[src/shared/bmx_regs.svh]
/*
  Timing counts and status flag positions for the branch and multiply
  execution slice. Assumes inclusion by bare name, once per unit.
*/
`ifndef BMX_REGS_SVH
`define BMX_REGS_SVH

// cycles per instruction group
`define BMX_CYC_MUL        3'h2
`define BMX_CYC_JUMP       3'h2
`define BMX_CYC_CALL       3'h3
`define BMX_CYC_RET        3'h4
`define BMX_CYC_ONE        3'h1
`define BMX_CYC_BR_TAKEN   3'h2
`define BMX_CYC_SKIP_SHORT 3'h2
`define BMX_CYC_SKIP_LONG  3'h3

// status flag bit positions
`define BMX_SF_C 0
`define BMX_SF_Z 1
`define BMX_SF_N 2
`define BMX_SF_V 3
`define BMX_SF_S 4
`define BMX_SF_H 5
`define BMX_SF_T 6
`define BMX_SF_I 7

// state after reset: idle, all fields cleared
`define BMX_STATE_RST '0

`endif

[src/shared/bmx_pkg.sv]
/*
  Types shared by the execution slice and its multiplier.
  Assumes nothing beyond a SystemVerilog compiler.
*/
package bmx_pkg;

  // operations handled by this slice
  typedef enum logic [4:0] {
    MIXED_SIGN_MULTIPLY, FRAC_UNSIGNED_MULTIPLY, FRAC_SIGNED_MULTIPLY,
    FRAC_MIXED_MULTIPLY, RELATIVE_JUMP, POINTER_JUMP, RELATIVE_CALL,
    POINTER_CALL, SUBROUTINE_RETURN, INTERRUPT_RETURN, COMPARE_SKIP_EQUAL,
    COMPARE, COMPARE_WITH_CARRY, COMPARE_IMMEDIATE, SKIP_REG_BIT_CLEAR,
    SKIP_REG_BIT_SET, SKIP_IO_BIT_CLEAR, SKIP_IO_BIT_SET, BRANCH_FLAG_SET,
    BRANCH_FLAG_CLEAR, BRANCH_CARRY_SET, BRANCH_CARRY_CLEAR,
    BRANCH_SAME_OR_HIGHER, BRANCH_LOWER, BRANCH_SIGNED_GE, BRANCH_SIGNED_LT,
    BRANCH_HALFCARRY_SET, BRANCH_HALFCARRY_CLEAR, BRANCH_TRANSFER_SET,
    BRANCH_TRANSFER_CLEAR, BRANCH_OVERFLOW_SET, BRANCH_OVERFLOW_CLEAR
  } bmx_op_type;

  typedef enum logic {ST_IDLE, ST_RUN} bmx_fsm_type;

  typedef struct packed {
    bmx_fsm_type state;
    logic [2:0]  cnt;
    bmx_op_type  op;
    logic [15:0] pc;
    logic [7:0]  status_flags_register;
    logic [15:0] res;
    logic [7:0]  stk;
    logic        done;
    logic        res_we;
    logic        status_flags_register_we;
  } bmx_exec_state_type;

  typedef struct packed {
    logic [15:0] prod;
    logic        carry;
  } bmx_mult_state_type;

endpackage

[src/hdl/bmx_exec.sv]
/*
  Execution slice for multiplies, jumps, calls, returns, compares,
  skips and flag branches of an 8-bit core. Assumes the core presents
  operands, pc, flags and pointer on the start cycle, holds its flags
  until done, and serves stack bytes in the same cycle as pop.
*/
// Function
// - mixed sign multiply, pair 1:0, two cycles
// - fractional multiplies shift left, two cycles
// - pointer jump loads pc, two cycles
// - calls save return, three cycles
// - returns restore pc from stack, four
// - equal compare skips, one to three
// - compares set flags, store nothing, one
// - register bit skips, one to three
// - io bit skips, flags kept
// - generic flag branch to pc+k+1
// - carry branches, one or two cycles
// - same-or-higher on clear, lower on set
// - signed ge when n xor v clear
// - signed lt when n xor v set
// - half carry branches set and clear
// - transfer flag branches set and clear
// - overflow branches set and clear
`include "bmx_regs.svh"

module bmx_exec (
  input  wire logic               core_clk_i,
  input  wire logic               rst_n_i,
  input  wire logic               start_i,
  input  wire bmx_pkg::bmx_op_type op_i,
  input  wire logic [7:0]         rd_val_i,
  input  wire logic [7:0]         rr_val_i,
  input  wire logic [7:0]         imm_i,
  input  wire logic [2:0]         bit_sel_i,
  input  wire logic [7:0]         io_val_i,
  input  wire logic [15:0]        zptr_i,
  input  wire logic [15:0]        pc_i,
  input  wire logic [7:0]         status_flags_register_i,
  input  wire logic [11:0]        off_i,
  input  wire logic               next_two_word_i,
  input  wire logic [7:0]         stack_data_i,
  output logic                    ready_o,
  output logic                    done_o,
  output logic      [15:0]        pc_o,
  output logic      [15:0]        res_o,
  output logic                    res_we_o,
  output logic      [7:0]         status_flags_register_o,
  output logic                    status_flags_register_we_o,
  output logic                    push_o,
  output logic                    pop_o,
  output logic      [7:0]         stack_byte_o
);
  import bmx_pkg::*;

  bmx_exec_state_type q;
  bmx_exec_state_type d;
  logic [15:0]        mul_prod;
  logic               mul_carry;
  logic               take;

  // sign-extend the long relative offset
  function automatic logic [15:0] off12(input logic [11:0] k);
    off12 = {{4{k[11]}}, k};
  endfunction

  // sign-extend the short branch offset
  function automatic logic [15:0] off7(input logic [11:0] k);
    off7 = {{9{k[6]}}, k[6:0]};
  endfunction

  function automatic logic is_mul(input bmx_op_type op);
    is_mul = op inside {MIXED_SIGN_MULTIPLY, FRAC_UNSIGNED_MULTIPLY,
                        FRAC_SIGNED_MULTIPLY, FRAC_MIXED_MULTIPLY};
  endfunction

  function automatic logic is_call(input bmx_op_type op);
    is_call = op inside {RELATIVE_CALL, POINTER_CALL};
  endfunction

  function automatic logic is_ret(input bmx_op_type op);
    is_ret = op inside {SUBROUTINE_RETURN, INTERRUPT_RETURN};
  endfunction

  function automatic logic is_cmp(input bmx_op_type op);
    is_cmp = op inside {COMPARE, COMPARE_WITH_CARRY, COMPARE_IMMEDIATE};
  endfunction

  // subtract without storing; other flag bits pass through
  function automatic logic [7:0] cmp_flags(input logic [7:0] a,
                                           input logic [7:0] b,
                                           input logic       cin,
                                           input logic       keep_z,
                                           input logic [7:0] s);
    logic [8:0] r;
    r = {1'b0, a} - {1'b0, b} - {8'h00, cin};
    cmp_flags = s;
    cmp_flags[`BMX_SF_C] = r[8];
    cmp_flags[`BMX_SF_N] = r[7];
    cmp_flags[`BMX_SF_Z] = (r[7:0] == 8'h00) &
                           (keep_z ? s[`BMX_SF_Z] : 1'b1);
    cmp_flags[`BMX_SF_V] = (a[7] & ~b[7] & ~r[7]) | (~a[7] & b[7] & r[7]);
    cmp_flags[`BMX_SF_H] = (~a[3] & b[3]) | (b[3] & r[3]) | (r[3] & ~a[3]);
  endfunction

  // branch condition per opcode; non-branches never take
  function automatic logic br_taken(input bmx_op_type op,
                                    input logic [7:0] s,
                                    input logic [2:0] sel);
    case (op)
      BRANCH_FLAG_SET:        br_taken = s[sel];
      BRANCH_FLAG_CLEAR:      br_taken = ~s[sel];
      BRANCH_CARRY_SET:       br_taken = s[`BMX_SF_C];
      BRANCH_CARRY_CLEAR:     br_taken = ~s[`BMX_SF_C];
      BRANCH_LOWER:           br_taken = s[`BMX_SF_C];
      BRANCH_SAME_OR_HIGHER:  br_taken = ~s[`BMX_SF_C];
      BRANCH_SIGNED_GE:       br_taken = ~(s[`BMX_SF_N] ^ s[`BMX_SF_V]);
      BRANCH_SIGNED_LT:       br_taken = s[`BMX_SF_N] ^ s[`BMX_SF_V];
      BRANCH_HALFCARRY_SET:   br_taken = s[`BMX_SF_H];
      BRANCH_HALFCARRY_CLEAR: br_taken = ~s[`BMX_SF_H];
      BRANCH_TRANSFER_SET:    br_taken = s[`BMX_SF_T];
      BRANCH_TRANSFER_CLEAR:  br_taken = ~s[`BMX_SF_T];
      BRANCH_OVERFLOW_SET:    br_taken = s[`BMX_SF_V];
      BRANCH_OVERFLOW_CLEAR:  br_taken = ~s[`BMX_SF_V];
      default:                br_taken = 1'b0;
    endcase
  endfunction

  assign take = start_i & ready_o;

  // multiplier latches its product on the start cycle
  bmx_mult u_mult (
    .core_clk_i (core_clk_i),
    .rst_n_i    (rst_n_i),
    .load_i     (take),
    .a_i        (rd_val_i),
    .b_i        (rr_val_i),
    .a_signed_i (op_i != FRAC_UNSIGNED_MULTIPLY),
    .b_signed_i (op_i == FRAC_SIGNED_MULTIPLY),
    .frac_i     (op_i != MIXED_SIGN_MULTIPLY),
    .prod_o     (mul_prod),
    .carry_o    (mul_carry)
  );

  // next state: decode on start, then count down the cycles
  always_comb begin
    logic [2:0] cyc;
    logic       skip;
    cyc  = `BMX_CYC_ONE;
    skip = 1'b0;
    d = q;
    d.done    = 1'b0;
    d.res_we  = 1'b0;
    d.status_flags_register_we = 1'b0;
    case (q.state)
      ST_IDLE: begin
        if (start_i) begin
          d.op   = op_i;
          d.status_flags_register = status_flags_register_i;
          d.pc   = pc_i + 16'h0001;
          d.res  = pc_i + 16'h0001;
          d.stk  = d.res[7:0];
          case (op_i)
            MIXED_SIGN_MULTIPLY, FRAC_UNSIGNED_MULTIPLY,
            FRAC_SIGNED_MULTIPLY, FRAC_MIXED_MULTIPLY: begin
              cyc = `BMX_CYC_MUL;
            end
            RELATIVE_JUMP: begin
              d.pc = pc_i + off12(off_i) + 16'h0001;
              cyc  = `BMX_CYC_JUMP;
            end
            POINTER_JUMP: begin
              d.pc = zptr_i;
              cyc  = `BMX_CYC_JUMP;
            end
            RELATIVE_CALL: begin
              d.pc = pc_i + off12(off_i) + 16'h0001;
              cyc  = `BMX_CYC_CALL;
            end
            POINTER_CALL: begin
              d.pc = zptr_i;
              cyc  = `BMX_CYC_CALL;
            end
            SUBROUTINE_RETURN, INTERRUPT_RETURN: begin
              cyc = `BMX_CYC_RET;
            end
            COMPARE_SKIP_EQUAL: skip = (rd_val_i == rr_val_i);
            COMPARE: begin
              d.status_flags_register = cmp_flags(rd_val_i, rr_val_i, 1'b0, 1'b0, status_flags_register_i);
            end
            COMPARE_WITH_CARRY: begin
              d.status_flags_register = cmp_flags(rd_val_i, rr_val_i, status_flags_register_i[`BMX_SF_C],
                                 1'b1, status_flags_register_i);
            end
            COMPARE_IMMEDIATE: begin
              d.status_flags_register = cmp_flags(rd_val_i, imm_i, 1'b0, 1'b0, status_flags_register_i);
            end
            SKIP_REG_BIT_CLEAR: skip = ~rr_val_i[bit_sel_i];
            SKIP_REG_BIT_SET:   skip = rr_val_i[bit_sel_i];
            SKIP_IO_BIT_CLEAR:  skip = ~io_val_i[bit_sel_i];
            SKIP_IO_BIT_SET:    skip = io_val_i[bit_sel_i];
            default: begin
              if (br_taken(op_i, status_flags_register_i, bit_sel_i)) begin
                d.pc = pc_i + off7(off_i) + 16'h0001;
                cyc  = `BMX_CYC_BR_TAKEN;
              end
            end
          endcase
          // skip length follows next word count
          if (skip) begin
            d.pc = pc_i + (next_two_word_i ? 16'h0003 : 16'h0002);
            cyc  = next_two_word_i ? `BMX_CYC_SKIP_LONG
                                   : `BMX_CYC_SKIP_SHORT;
          end
          d.cnt = cyc - 3'h1;
          if (cyc == `BMX_CYC_ONE) begin
            d.done    = 1'b1;
            d.status_flags_register_we = is_cmp(op_i);
          end else begin
            d.state = ST_RUN;
          end
        end
      end
      ST_RUN: begin
        d.cnt = q.cnt - 3'h1;
        // high byte pops first, then low
        if (is_ret(q.op) && q.cnt == 3'h3) begin
          d.pc[15:8] = stack_data_i;
        end
        if (is_ret(q.op) && q.cnt == 3'h2) begin
          d.pc[7:0] = stack_data_i;
        end
        // low byte pushed first, then high
        if (is_call(q.op)) begin
          d.stk = q.res[15:8];
        end
        if (q.cnt == 3'h1) begin
          d.done  = 1'b1;
          d.state = ST_IDLE;
          if (is_mul(q.op)) begin
            d.res               = mul_prod;
            d.res_we            = 1'b1;
            d.status_flags_register[`BMX_SF_C]   = mul_carry;
            d.status_flags_register[`BMX_SF_Z]   = (mul_prod == 16'h0000);
            d.status_flags_register_we           = 1'b1;
          end
        end
      end
      default: d = `BMX_STATE_RST;
    endcase
  end

  // state register
  always_ff @(posedge core_clk_i or negedge rst_n_i) begin
    if (!rst_n_i) begin
      q <= `BMX_STATE_RST;
    end else begin
      q <= d;
    end
  end

  // outputs; pop strobe decodes the count, push only state and op, no extra latency
  assign ready_o      = (q.state == ST_IDLE);
  assign done_o       = q.done;
  assign pc_o         = q.pc;
  assign res_o        = q.res;
  assign res_we_o     = q.res_we;
  assign status_flags_register_o       = q.status_flags_register;
  assign status_flags_register_we_o    = q.status_flags_register_we;
  assign push_o       = (q.state == ST_RUN) && is_call(q.op);
  assign pop_o        = (q.state == ST_RUN) && is_ret(q.op) &&
                        (q.cnt != 3'h1);
  assign stack_byte_o = q.stk;
endmodule

[src/hdl/bmx_mult.sv]
/*
  Registered 8x8 multiplier with per-operand sign and fractional shift.
  Assumes operands are stable in the cycle load_i is high.
*/
module bmx_mult (
  input  wire logic        core_clk_i,
  input  wire logic        rst_n_i,
  input  wire logic        load_i,
  input  wire logic [7:0]  a_i,
  input  wire logic [7:0]  b_i,
  input  wire logic        a_signed_i,
  input  wire logic        b_signed_i,
  input  wire logic        frac_i,
  output logic      [15:0] prod_o,
  output logic             carry_o
);
  import bmx_pkg::*;

  bmx_mult_state_type q;
  bmx_mult_state_type d;

  // product and carry; carry is bit 15 before the fractional shift
  always_comb begin
    logic signed [17:0] p;
    p = '0;
    d = q;
    p = $signed({a_signed_i & a_i[7], a_i}) *
        $signed({b_signed_i & b_i[7], b_i});
    if (load_i) begin
      d.carry = p[15];
      d.prod  = frac_i ? {p[14:0], 1'b0} : p[15:0];
    end
  end

  // state register
  always_ff @(posedge core_clk_i or negedge rst_n_i) begin
    if (!rst_n_i) begin
      q <= '0;
    end else begin
      q <= d;
    end
  end

  assign prod_o  = q.prod;
  assign carry_o = q.carry;

endmodule

[config.mk]
export PLATFORM = sky130hd
export DESIGN_NAME = bmx_exec
export DESIGN_NICKNAME = d
export VERILOG_FILES = /design/src/shared/bmx_pkg.sv /design/src/hdl/bmx_exec.sv /design/src/hdl/bmx_mult.sv
export VERILOG_INCLUDE_DIRS = /design/src /design/src/shared
export SDC_FILE = /design/constraint.sdc
export NUM_CORES = 1
export LEC_CHECK = 0
export ABC_AREA = 1
export BUFFER_PORTS_ARGS = -buffer_cell sky130_fd_sc_hd__buf_2
export CAP_MARGIN = 20
export CORE_MARGIN = 10
export CORE_UTILIZATION = 50
export DETAILED_ROUTE_END_ITERATION = 8
export PLACE_DENSITY = 0.79
export SETUP_SLACK_MARGIN = 0.4
export SYNTH_ARGS = -nofsm -noshare
export SYNTH_HDL_FRONTEND = slang
export SYNTH_HIERARCHICAL = 1
export SYNTH_SLANG_ARGS = --single-unit
export TNS_END_PERCENT = 50
[constraint.sdc]
create_clock -name core_clk_i -period 1.8 [get_ports core_clk_i]
set_input_delay 0.09 -clock core_clk_i [delete_from_list [all_inputs] [get_ports core_clk_i]]
set_output_delay 0.09 -clock core_clk_i [all_outputs]
set_load 0.02 [all_outputs]
== Yosys cells after proc, flatten, opt, wreduce, memory -nomap -nowiden ==
Cells that the tools add are included.

* Multiply operators: 1
* $add $sub $neg: 11
* Reductions and logical operators: 31
* Bitwise logic cells: 48
* Equality and inequality tests: 51
* Multiplexer cells: 43
* Magnitude comparators: 1

{| class="wikitable"
|+ Operators by type and width
! kind !! count
|-
| 5-bit equality test (second input constant) || 16
|-
| 58-bit two-way mux || 1
|-
| 27-bit case mux with 2 select lines || 1
|-
| 5-bit by 4-bit equality test with 1-bit output (second input constant) || 10
|-
| 16-bit by 1-bit adder with 16-bit output (second input constant) || 3
|-
| 16-bit two-way mux || 3
|-
| 16-bit case mux with 3 select lines || 1
|-
| 18-bit two-way mux || 2
|-
| 16-bit adder || 2
|-
| 16-bit case mux with 2 select lines || 1
|-
| 5-bit by 3-bit equality test with 1-bit output (second input constant) || 6
|-
| 8-bit zero test || 3
|-
| 8-bit two-way mux || 3
|-
| 1-bit AND || 22
|-
| 5-bit by 2-bit equality test with 1-bit output (second input constant) || 4
|-
| 6-bit case mux with 3 select lines || 1
|-
| 18-bit OR reduction || 1
|-
| 8-bit by 8-bit subtractor with 9-bit output || 2
|-
| 16-bit by 2-bit adder with 16-bit output || 1
|-
| 16-bit zero test || 1
|-
| 9-bit by 9-bit multiplier with 16-bit output || 1
|-
| 1-bit two-way mux || 16
|-
| 1-bit NOT || 16
|-
| 14-bit OR reduction || 1
|-
| other kinds (32) || 68
|}

* Output and inout bits: 54
* Register bits after elaboration: 77

== Depth between registers and ports, before layout ==
Gate-level depths: netlist of run 1.

* Depth in word-level cells: 16
* Mapped depth: 28
* Depth with buffers taken out: 28

== Hierarchy ==
Netlist of run 1, hierarchy kept.

{| class="wikitable"
|+ Modules (own cells, without submodules)
! module !! sequential area each (sq um) !! area an instance (sq um) !! cells an instance !! times used
|-
| bmx_exec || 1,476.4 || 7,731.2 || 1,274 || 1
|-
| bmx_mult || 425.4 || 3,736.1 || 492 || 1
|}

== Worst setup path before layout of run 1 ==
Ideal clock, no wire load.

* Kind: input -> register
* Start: input op_i[4]
* End: register u_mult.q, in the netlist u_mult/prod_o[14]
* Required time: 1.675 ns
* Path buffers: 2
* Stages on the path: 23
* Slack: -2.983 ns
* Setup time: 0.125 ns
* Arrival: 4.658 ns
* Cells stage by stage: buf_4 buf_2 nor2_1 nand2_1 inv_1 nand2_1 or2_2 fa_1 fa_1 inv_1 fa_1 fa_1 inv_1 fa_1 inv_1 ha_1 a21oi_1 nand2_1 nand2_1 o211ai_1 nor2_1 nand3b_1 nand3_1

* Word-level cells in the longest chain between the ends: 4

{| class="wikitable"
|+ Ends and longest elaborated chain
! item !! line !! RTL
|-
| start, declared || bmx_exec.sv:31 || <nowiki>input wire bmx_pkg::bmx_op_type op_i,</nowiki>
|-
| 5-bit by 1-bit inequality test with 1-bit output or 5-bit by 2-bit equality test with 1-bit output (tied branches) || bmx_exec.sv:138, bmx_exec.sv:139 ||
|-
| 1-bit AND, on equally long branches || bmx_mult.sv:27, bmx_mult.sv:28 ||
|-
| 9-bit by 9-bit multiplier with 16-bit output || bmx_mult.sv:27 || <nowiki>p = $signed({a_signed_i & a_i[7], a_i}) *</nowiki>
|-
| 16-bit two-way mux (*) || bmx_mult.sv:31 || <nowiki>d.prod = frac_i ? {p[14:0], 1'b0} : p[15:0];</nowiki>
|-
| end signal, assigned || bmx_mult.sv:38 || <nowiki>q <= '0;</nowiki>
|-
| end signal, assigned || bmx_mult.sv:40 || <nowiki>q <= d;</nowiki>
|-
| end, declared || bmx_mult.sv:19 || <nowiki>bmx_mult_state_type q;</nowiki>
|}

Every way passes the cells marked *; elsewhere a longest branch is shown, timed or not.
A chain may end at the register's enable or synchronous reset.

== Worst setup path in the final report of run 1 ==
* Start: input op_i[2]
* End: register u_mult.q, in the netlist u_mult/prod_o[9]

Same word-level chain as after synthesis.

==> flow_metrics.env, run 1 <==
export IMPL_drtPass1Iterations=7
export IMPL_syn_area_um2=11470
export IMPL_holdPathEnd="pc_o[3]"
export IMPL_r2r_start="q[59]"
export IMPL_cap_violations=0
export IMPL_rows=55
export IMPL_drcViolationCount=0
export IMPL_synth_top_cell_area_share=0.1666
export IMPL_antenna_found_initial=1
export IMPL_grt_overflow=0
export IMPL_p_clk_frac=0.100
export IMPL_slowest_delay_ns=0.51
export IMPL_avgRoutedWirePerCell_um=17.85
export IMPL_cp_data_required_time_ns=2.00
export IMPL_stdcell_count=2437
export IMPL_post_route_period_util=2.386
export IMPL_grtUsageTotal=0.2660
export IMPL_max_clock_path_buffers=2
export IMPL_topRoutingLayerUsed="met5"
export IMPL_crit_type="in -> reg"
export IMPL_syn_nets=2025
export IMPL_wirelength_mm=43.50
export IMPL_arrival_ns=4.50
export IMPL_grt_max_degree=42
export IMPL_final_common_cell="nand2_1"
export IMPL_die_area_um2=29390
export IMPL_drive_gt1_frac=0.3518
export IMPL_min_from="stack_data_i[3]"
export IMPL_net_switching_power_mw=8.863
export IMPL_tightest_slew_ns=0.5738
export IMPL_cts_sinks=76
export IMPL_period_minus_slack_ns=4.294
export IMPL_endpoint_kind="flip-flop"
export IMPL_hold_viol=0
export IMPL_most_common_layout_cells="nand2_1, buf_4, inv_1"
export IMPL_vias=13610
export IMPL_path_buf_inv=7
export IMPL_final_antenna_net_count=0
export IMPL_num_antenna_cells=0
export IMPL_combPwrFrac=0.721
export IMPL_power_leakage_nw=8.830
export IMPL_outcome="finished, violations left"
export IMPL_fin_nets=2406
export IMPL_dp_cells=2376
export IMPL_core_um2=22570
export IMPL_fillCellCount=1634
export IMPL_io_pins=158
export IMPL_synthCells=1766
export IMPL_synthToLayoutAreaGrowth_pct=42.07
export IMPL_ys_seq_area_frac=0.1658
export IMPL_h_tree_depth=3
export IMPL_ff2ff_path_depth=8
export IMPL_switching_share=0.4990
export IMPL_drtIter0Drc=1487
export IMPL_holdWs_ns=0.06931
export IMPL_max_freq_mhz=232.9
export IMPL_final_max_slew_viol_count=0
export IMPL_numPortBuffers=157
export IMPL_violations="setup timing"
export IMPL_start_kind="input pin"
export IMPL_cts_buffers=9
export IMPL_path_max_fanout=5
export IMPL_final_util=0.7218
export IMPL_critPathTopFamily="adder cells"
export IMPL_ys_types=50
export IMPL_pre_cts_slack_ns=-2.865
export IMPL_via_per_inst=5.586
export IMPL_hold_path_class="in -> reg"
export IMPL_final_setup_viol_count=38
export IMPL_relSlewSlack=0.6175
export IMPL_crit_top_cell="fa_1"
export IMPL_cp_cell_sequence="buf_8, nor2_4, inv_2, nor2_4, nand2_2, inv_2, nand2_4, or2_4, fa_1, fa_1, inv_2, fa_1, fa_1, inv_1, fa_1, inv_2, ha_4, a21oi_4, nand2_2, buf_4, xor2_2, nand2_1, o211ai_1"
export IMPL_yosys_top_cells_area="nand2_1, dfrtp_1, fa_1"
export IMPL_grt_pass1_vias=12990
export IMPL_die_w_um=171.4
export IMPL_cts_tree="built"
export IMPL_postSynthAreaPerCell_um2=6.493
export IMPL_rrSetupSlack_ns=0.10
export IMPL_multi_input_area_um2=9027
export IMPL_fin_skew_ns=0.009318
export IMPL_rsz0062_at_grt="yes"
export IMPL_path_clk_slew_ns=0.07
export IMPL_insertion_delay_ns=0.35
export IMPL_setup_ws_ns=-2.494
export IMPL_holdPathStages=3
export IMPL_route_layer_met1_wl_mm=17.11
export IMPL_yosysWarnings=6
export IMPL_r2r_end="res_o[14]"
export IMPL_cpMaxStageDelayCell="fa_1"
export IMPL_yosysTopAreaCell="nand2_1"
export IMPL_synth_seq_cells=76
export IMPL_ff_latch_area_um2=1902
export IMPL_wl_met2_mm=20.53
export IMPL_pwr_density_cell_nw_per_um2=1090
export IMPL_die_y_um=171.4
export IMPL_dp_hpwl_mm=33.07
export IMPL_place_gp_congestion=0.9523
export IMPL_p_seq_frac=0.179
export IMPL_p_int_mw=8.898
export IMPL_wl_met3_mm=3.781
export IMPL_cts_root_buffer_cell="clkbuf_16"
export IMPL_ir_drop_uv=1037
export IMPL_start_util=0.5080
export IMPL_grt_pass1_wl_mm=63.20
==> sequential cells by signal, indices dropped and copies added, names as in the netlist <==
signal / cells
done_o: 1
pc_o: 16
q: 8
res_o: 16
res_we_o: 1
stack_byte_o: 8
status_flags_register_o: 8
status_flags_register_we_o: 1
u_mult/carry_o: 1
u_mult/prod_o: 16
==> Yosys cell counts (all sizes together) <==
library cell / n
a21o: 2
a21oi: 102
a221oi: 1
a22oi: 1
a31oi: 4
and3: 2
buf: 66
clkbuf: 28
clkinv: 3
dfrtp: 76
fa: 68
ha: 87
inv: 309
nand2: 523
nand3: 143
nand3b: 11
nand4: 25
nor2: 144
nor3: 13
nor4: 2
o211ai: 26
o21a: 3
o21ai: 53
o21bai: 4
o221ai: 8
o22ai: 6
o31ai: 2
o41ai: 1
or2: 6
xnor2: 17
xor2: 30
==> kinds of logic after synthesis <==
| group | share of synthesized area |
|---|---|
| and+or+nand+nor | 0.3235 |
| buffers and inverters | 0.1552 |
| AOI/OAI and AO/OA | 0.1059 |
| adders and majority gates | 0.2136 |
| DFF | 0.1658 |
| xor gates and xnor gates | 0.03590 |
==> area by class of cell <==
| type | instances | area share |
|---|---|---|
| multi-input combinational | 1285 | 0.5541 |
| timing repair buffer | 463 | 0.2123 |
| sequential | 76 | 0.1167 |
| inverter | 312 | 0.07718 |
| tap | 285 | 0.02189 |
| clock buffer | 12 | 0.01574 |
| clock inverter | 4 | 0.001997 |
==> worst max path at each step <==
stage	depth (start not counted)	end	startpoint
finish	23	u_mult/prod_o[9]	op_i[2]
global route	24	u_mult/prod_o[14]	op_i[2]
detailed placement	24	u_mult/prod_o[14]	op_i[2]
floorplan	23	u_mult/prod_o[14]	op_i[4]
CTS	24	u_mult/prod_o[14]	op_i[2]
global placement	24	u_mult/prod_o[14]	op_i[2]
==> metal layers <==
metal / vias up / GRT usage
met3: 178 / 0.04126
met5: - / 0
met1: 6378 / 0.3339
met2: 763 / 0.4494
li1: 6292 / -
met4: 2 / 0.1013
==> worst min-delay path: stages <==
cell	delay (ns)
buf_2	0.09
a21oi_1	0.07
a21oi_2	0.13
==> metrics by stage <==
stage | setup TNS (ns) | power, mW | area, um^2
final | -30.82 | 17.76 | 16290
after global routing | -35.02 | 18.96 | 16290
after CTS | -27.52 | 16.21 | 15450
after detailed placement | -47.69 | 13.58 | 14560
after global placement | -45.46 | 13.14 | 14560
after floorplan | -27.89 | 10.50 | 12140
==> power by group through the flow <==
stage | logic [mW] | clock network [mW] | registers (mW)
2_1_floorplan | 7.56 | 0 | 2.94
3_3_place_gp | 10.0 | 0 | 3.11
3_5_place_dp | 10.4 | 0 | 3.15
4_1_cts | 11.3 | 1.78 | 3.15
5_1_grt | 13.9 | 1.85 | 3.24
6_report | 12.8 | 1.78 | 3.18
==> timing repair <==
| item | 4_1_cts | 5_1_grt |
|---|---|---|
| hold buffers | 1 | 0 |
| cloned | 0 | 5 |
| pin swaps | 51 | 75 |
| resized for setup | 122 | 125 |
| setup buffers | 13 | 26 |
| endpoints found under the hold margin | 37 | 0 |
| endpoints found under the setup margin | 70 | 70 |
No activity file was read; power rests on OpenSTA's default activity.
==> inputs of run 2 (changes only) <==
ABC_AREA = unset   (was 1)
==> flow_metrics.env, run 2 <==
export IMPL_outcome="finished, violations left"
export IMPL_violations="setup timing"
export IMPL_multi_input_area_um2=8785
export IMPL_period_minus_slack_ns=4.826
export IMPL_grt_overflow=0
export IMPL_pwr_density_cell_nw_per_um2=1225
export IMPL_crit_top_cell="fa_1"
export IMPL_synth_edff_count=0
export IMPL_synthCells=1262
export IMPL_syn_area_um2=10300
export IMPL_h_tree_depth=3
export IMPL_drive_gt1_frac=0.4216
export IMPL_dp_hpwl_mm=29.37
export IMPL_max_clock_path_buffers=2
export IMPL_wirelength_mm=40.15
export IMPL_max_freq_mhz=207.2
export IMPL_synth_seq_cells=76
export IMPL_grt_pass1_vias=11530
export IMPL_hold_viol=0
export IMPL_synth_top_family_by_area="adder cells"
export IMPL_via_per_inst=5.924
export IMPL_critPathTopFamily="adder cells"
export IMPL_cp_data_required_time_ns=2.08
export IMPL_crit_type="in -> reg"
export IMPL_path_clk_slew_ns=0.06
export IMPL_drcViolationCount=0
export IMPL_synth_compound_area_frac=0.1803
export IMPL_synthXorXnorAreaFrac=0.07395
export IMPL_final_common_cell="buf_4"
export IMPL_synthToLayoutAreaGrowth_pct=48.97
export IMPL_die_y_um=163.6
export IMPL_cp_cell_sequence="buf_6, nor2b_4, nand2b_4, nor3_4, nand2_2, or2_4, fa_1, fa_1, inv_1, fa_1, fa_1, inv_2, fa_1, inv_2, ha_4, a21oi_4, o22ai_2, or4_4, o221ai_4, or3b_1, nand4_1"
export IMPL_insertion_delay_ns=0.34
export IMPL_die_w_um=163.6
export IMPL_fin_nets=1905
export IMPL_yosysTopAreaCell="dfrtp_1"
export IMPL_most_common_layout_cells="buf_4, buf_2, nand2_1"
export IMPL_final_antenna_net_count=0
export IMPL_ir_drop_uv=1014
export IMPL_holdWs_ns=0.05946
export IMPL_combPwrFrac=0.731
export IMPL_rrSetupSlack_ns=-0.20
export IMPL_yosysWarnings=6
export IMPL_grt_max_degree=36
export IMPL_final_setup_viol_count=56
export IMPL_yosys_top_cells_area="dfrtp_1, fa_1, ha_1"
export IMPL_p_int_mw=10.07
export IMPL_vias=11390
export IMPL_path_max_fanout=2
export IMPL_relSlewSlack=0.6189
export IMPL_final_max_slew_viol_count=0
export IMPL_cap_violations=0
export IMPL_postSynthAreaPerCell_um2=8.165
export IMPL_async_flop_share=1.000
export IMPL_synth_mux_area_frac=0.03109
export IMPL_cts_buffers=9
export IMPL_cts_root_buffer_cell="clkbuf_16"
export IMPL_power_leakage_nw=7.225
export IMPL_endpoint_kind="flip-flop"
export IMPL_numPortBuffers=157
export IMPL_cts_sinks=76
export IMPL_syn_nets=1521
export IMPL_fillCellCount=1301
export IMPL_fin_skew_ns=0.009277
export IMPL_p_clk_frac=0.099
export IMPL_path_buf_inv=4
export IMPL_tightest_slew_ns=0.5676
export IMPL_synth_ff_type="dfrtp_1"
export IMPL_arrival_ns=5.10
export IMPL_synth_commonest_cells="nand2_1, inv_1, nor2_1, ha_1, a21oi_1"
export IMPL_antenna_found_initial=1
export IMPL_switching_share=0.4644
export IMPL_rows=52
export IMPL_ys_types=74
export IMPL_grtUsageTotal=0.2725
export IMPL_hold_path_class="in -> reg"
export IMPL_cpMaxStageDelayCell="fa_1"
export IMPL_slowest_delay_ns=0.52
export IMPL_synth_fa_ha_area_frac=0.2387
export IMPL_io_pins=158
export IMPL_net_switching_power_mw=8.729
export IMPL_ff_latch_area_um2=1903
export IMPL_synth_top_cell_area_share=0.1846
export IMPL_die_area_um2=26750
export IMPL_post_route_period_util=2.681
export IMPL_start_util=0.5092
export IMPL_fin_total_pwr_mw=18.80
export IMPL_p_seq_frac=0.170
export IMPL_drtPass1Iterations=6
export IMPL_cts_tree="built"
export IMPL_rsz0062_at_grt="yes"
export IMPL_final_util=0.7586
export IMPL_core_um2=20230
export IMPL_avgRoutedWirePerCell_um=20.89
export IMPL_start_kind="input pin"
export IMPL_setup_ws_ns=-3.026
export IMPL_ys_seq_area_frac=0.1846
export IMPL_synth_simple_area_share=0.1954
export IMPL_yosysMostFrequentCell="nand2_1"
export IMPL_place_gp_congestion=0.9785
export IMPL_grt_pass1_wl_mm=59.25
export IMPL_drtIter0Drc=1091
[run 2: cell count changes after synthesis, sizes merged, moves of 19 or more]
cell    before  now
o211ai      26    6
inv        309  111
xnor2       17   56
and2         0   47
nand3      143   32
nand2      523  151
nand2b       0   19
nor2       144   91
a21oi      102   82
[run 2: worst paths after layout]
check                                                start                         end  cells after the start
worst max register to register                       q[57]                   res_o[15]                      9
worst min register to register  status_flags_register_o[4]  status_flags_register_o[4]                      2
min in group asynchronous                          rst_n_i             stack_byte_o[5]                      2
worst max-delay path                               op_i[1]           u_mult/prod_o[15]                     21
worst min-delay path            status_flags_register_i[6]  status_flags_register_o[6]                      4
max in group asynchronous                          rst_n_i                       q[53]                      3
[run 2: through the flow]
stage / cells / worst slack (ns) / setup TNS (ns) / area, um^2
after floorplan: 1262 / -3.258 / -41.04 / 10980
after global placement: 1878 / -3.272 / -57.31 / 13540
after detailed placement: 1878 / -3.402 / -60.06 / 13540
after CTS: 1910 / -2.871 / -36.40 / 14770
after global routing: 1922 / -3.126 / -44.13 / 15350
final: 1922 / -3.026 / -39.76 / 15350
[run 2: repair_timing]
| action | in CTS | in global routing |
|---|---|---|
| setup endpoints to repair | 72 | 72 |
| resized for setup | 169 | 104 |
| hold buffers | 3 | 0 |
| pin swaps | 63 | 76 |
| endpoints found under the hold margin | 35 | 0 |
| setup buffers | 13 | 11 |
[run 2: worst reg2reg max path, cell delays in order (launching register included)]
cell      delay, ns
dfrtp_1        0.39
inv_1          0.09
ha_1           0.21
nand2b_1       0.17
nor4_4         0.32
buf_4          0.31
nand2b_1       0.17
nand2_1        0.06
nand2_1        0.07
o221ai_1       0.10
[run 2: kinds of logic (layout without fill, tap and decap cells)]
| group | after synthesis | in the layout |
|---|---|---|
| buffers and inverters | 211 | 600 |
| AO/OA/AOI/OAI | 282 | 282 |
| AND/OR/NAND/NOR | 426 | 426 |
| flip-flops | 76 | 76 |
| adder cells (fa/ha/maj) | 156 | 156 |
| other | 0 | 1 |
| XOR/XNOR | 87 | 87 |
| multiplexers | 24 | 24 |
[run 2: layout make-up]
class / instances / share of cell area
Clock buffer: 11 / 0.01581
Timing Repair Buffer: 471 / 0.2328
Clock inverter: 5 / 0.003831
Inverter: 113 / 0.02910
Antenna cell: 1 / 0.0001630
Multi-Input combinational cell: 975 / 0.5723
Sequential cell: 76 / 0.1240
Tap cell: 270 / 0.02201
[run 2: per-layer routing]
layer  vias to the layer above  routed length (um)  global-route usage
li1                       5098                   -                   -
met3                       174                3701             0.05990
met1                      5423               15080              0.3291
met5                         -                   0                   0
met2                       690               19430              0.4601
met4                         0                1936              0.1129
[run 2: power groups by stage]
| stage | clock network, mW | registers [mW] | logic (mW) |
|---|---|---|---|
| after global placement | 0 | 3.14 | 10.8 |
| after floorplan | 0 | 2.97 | 8.09 |
| after detailed placement | 0 | 3.15 | 11.1 |
| after CTS | 1.86 | 3.14 | 12.2 |
| final | 1.87 | 3.20 | 13.7 |
| after global routing | 1.93 | 3.25 | 14.6 |
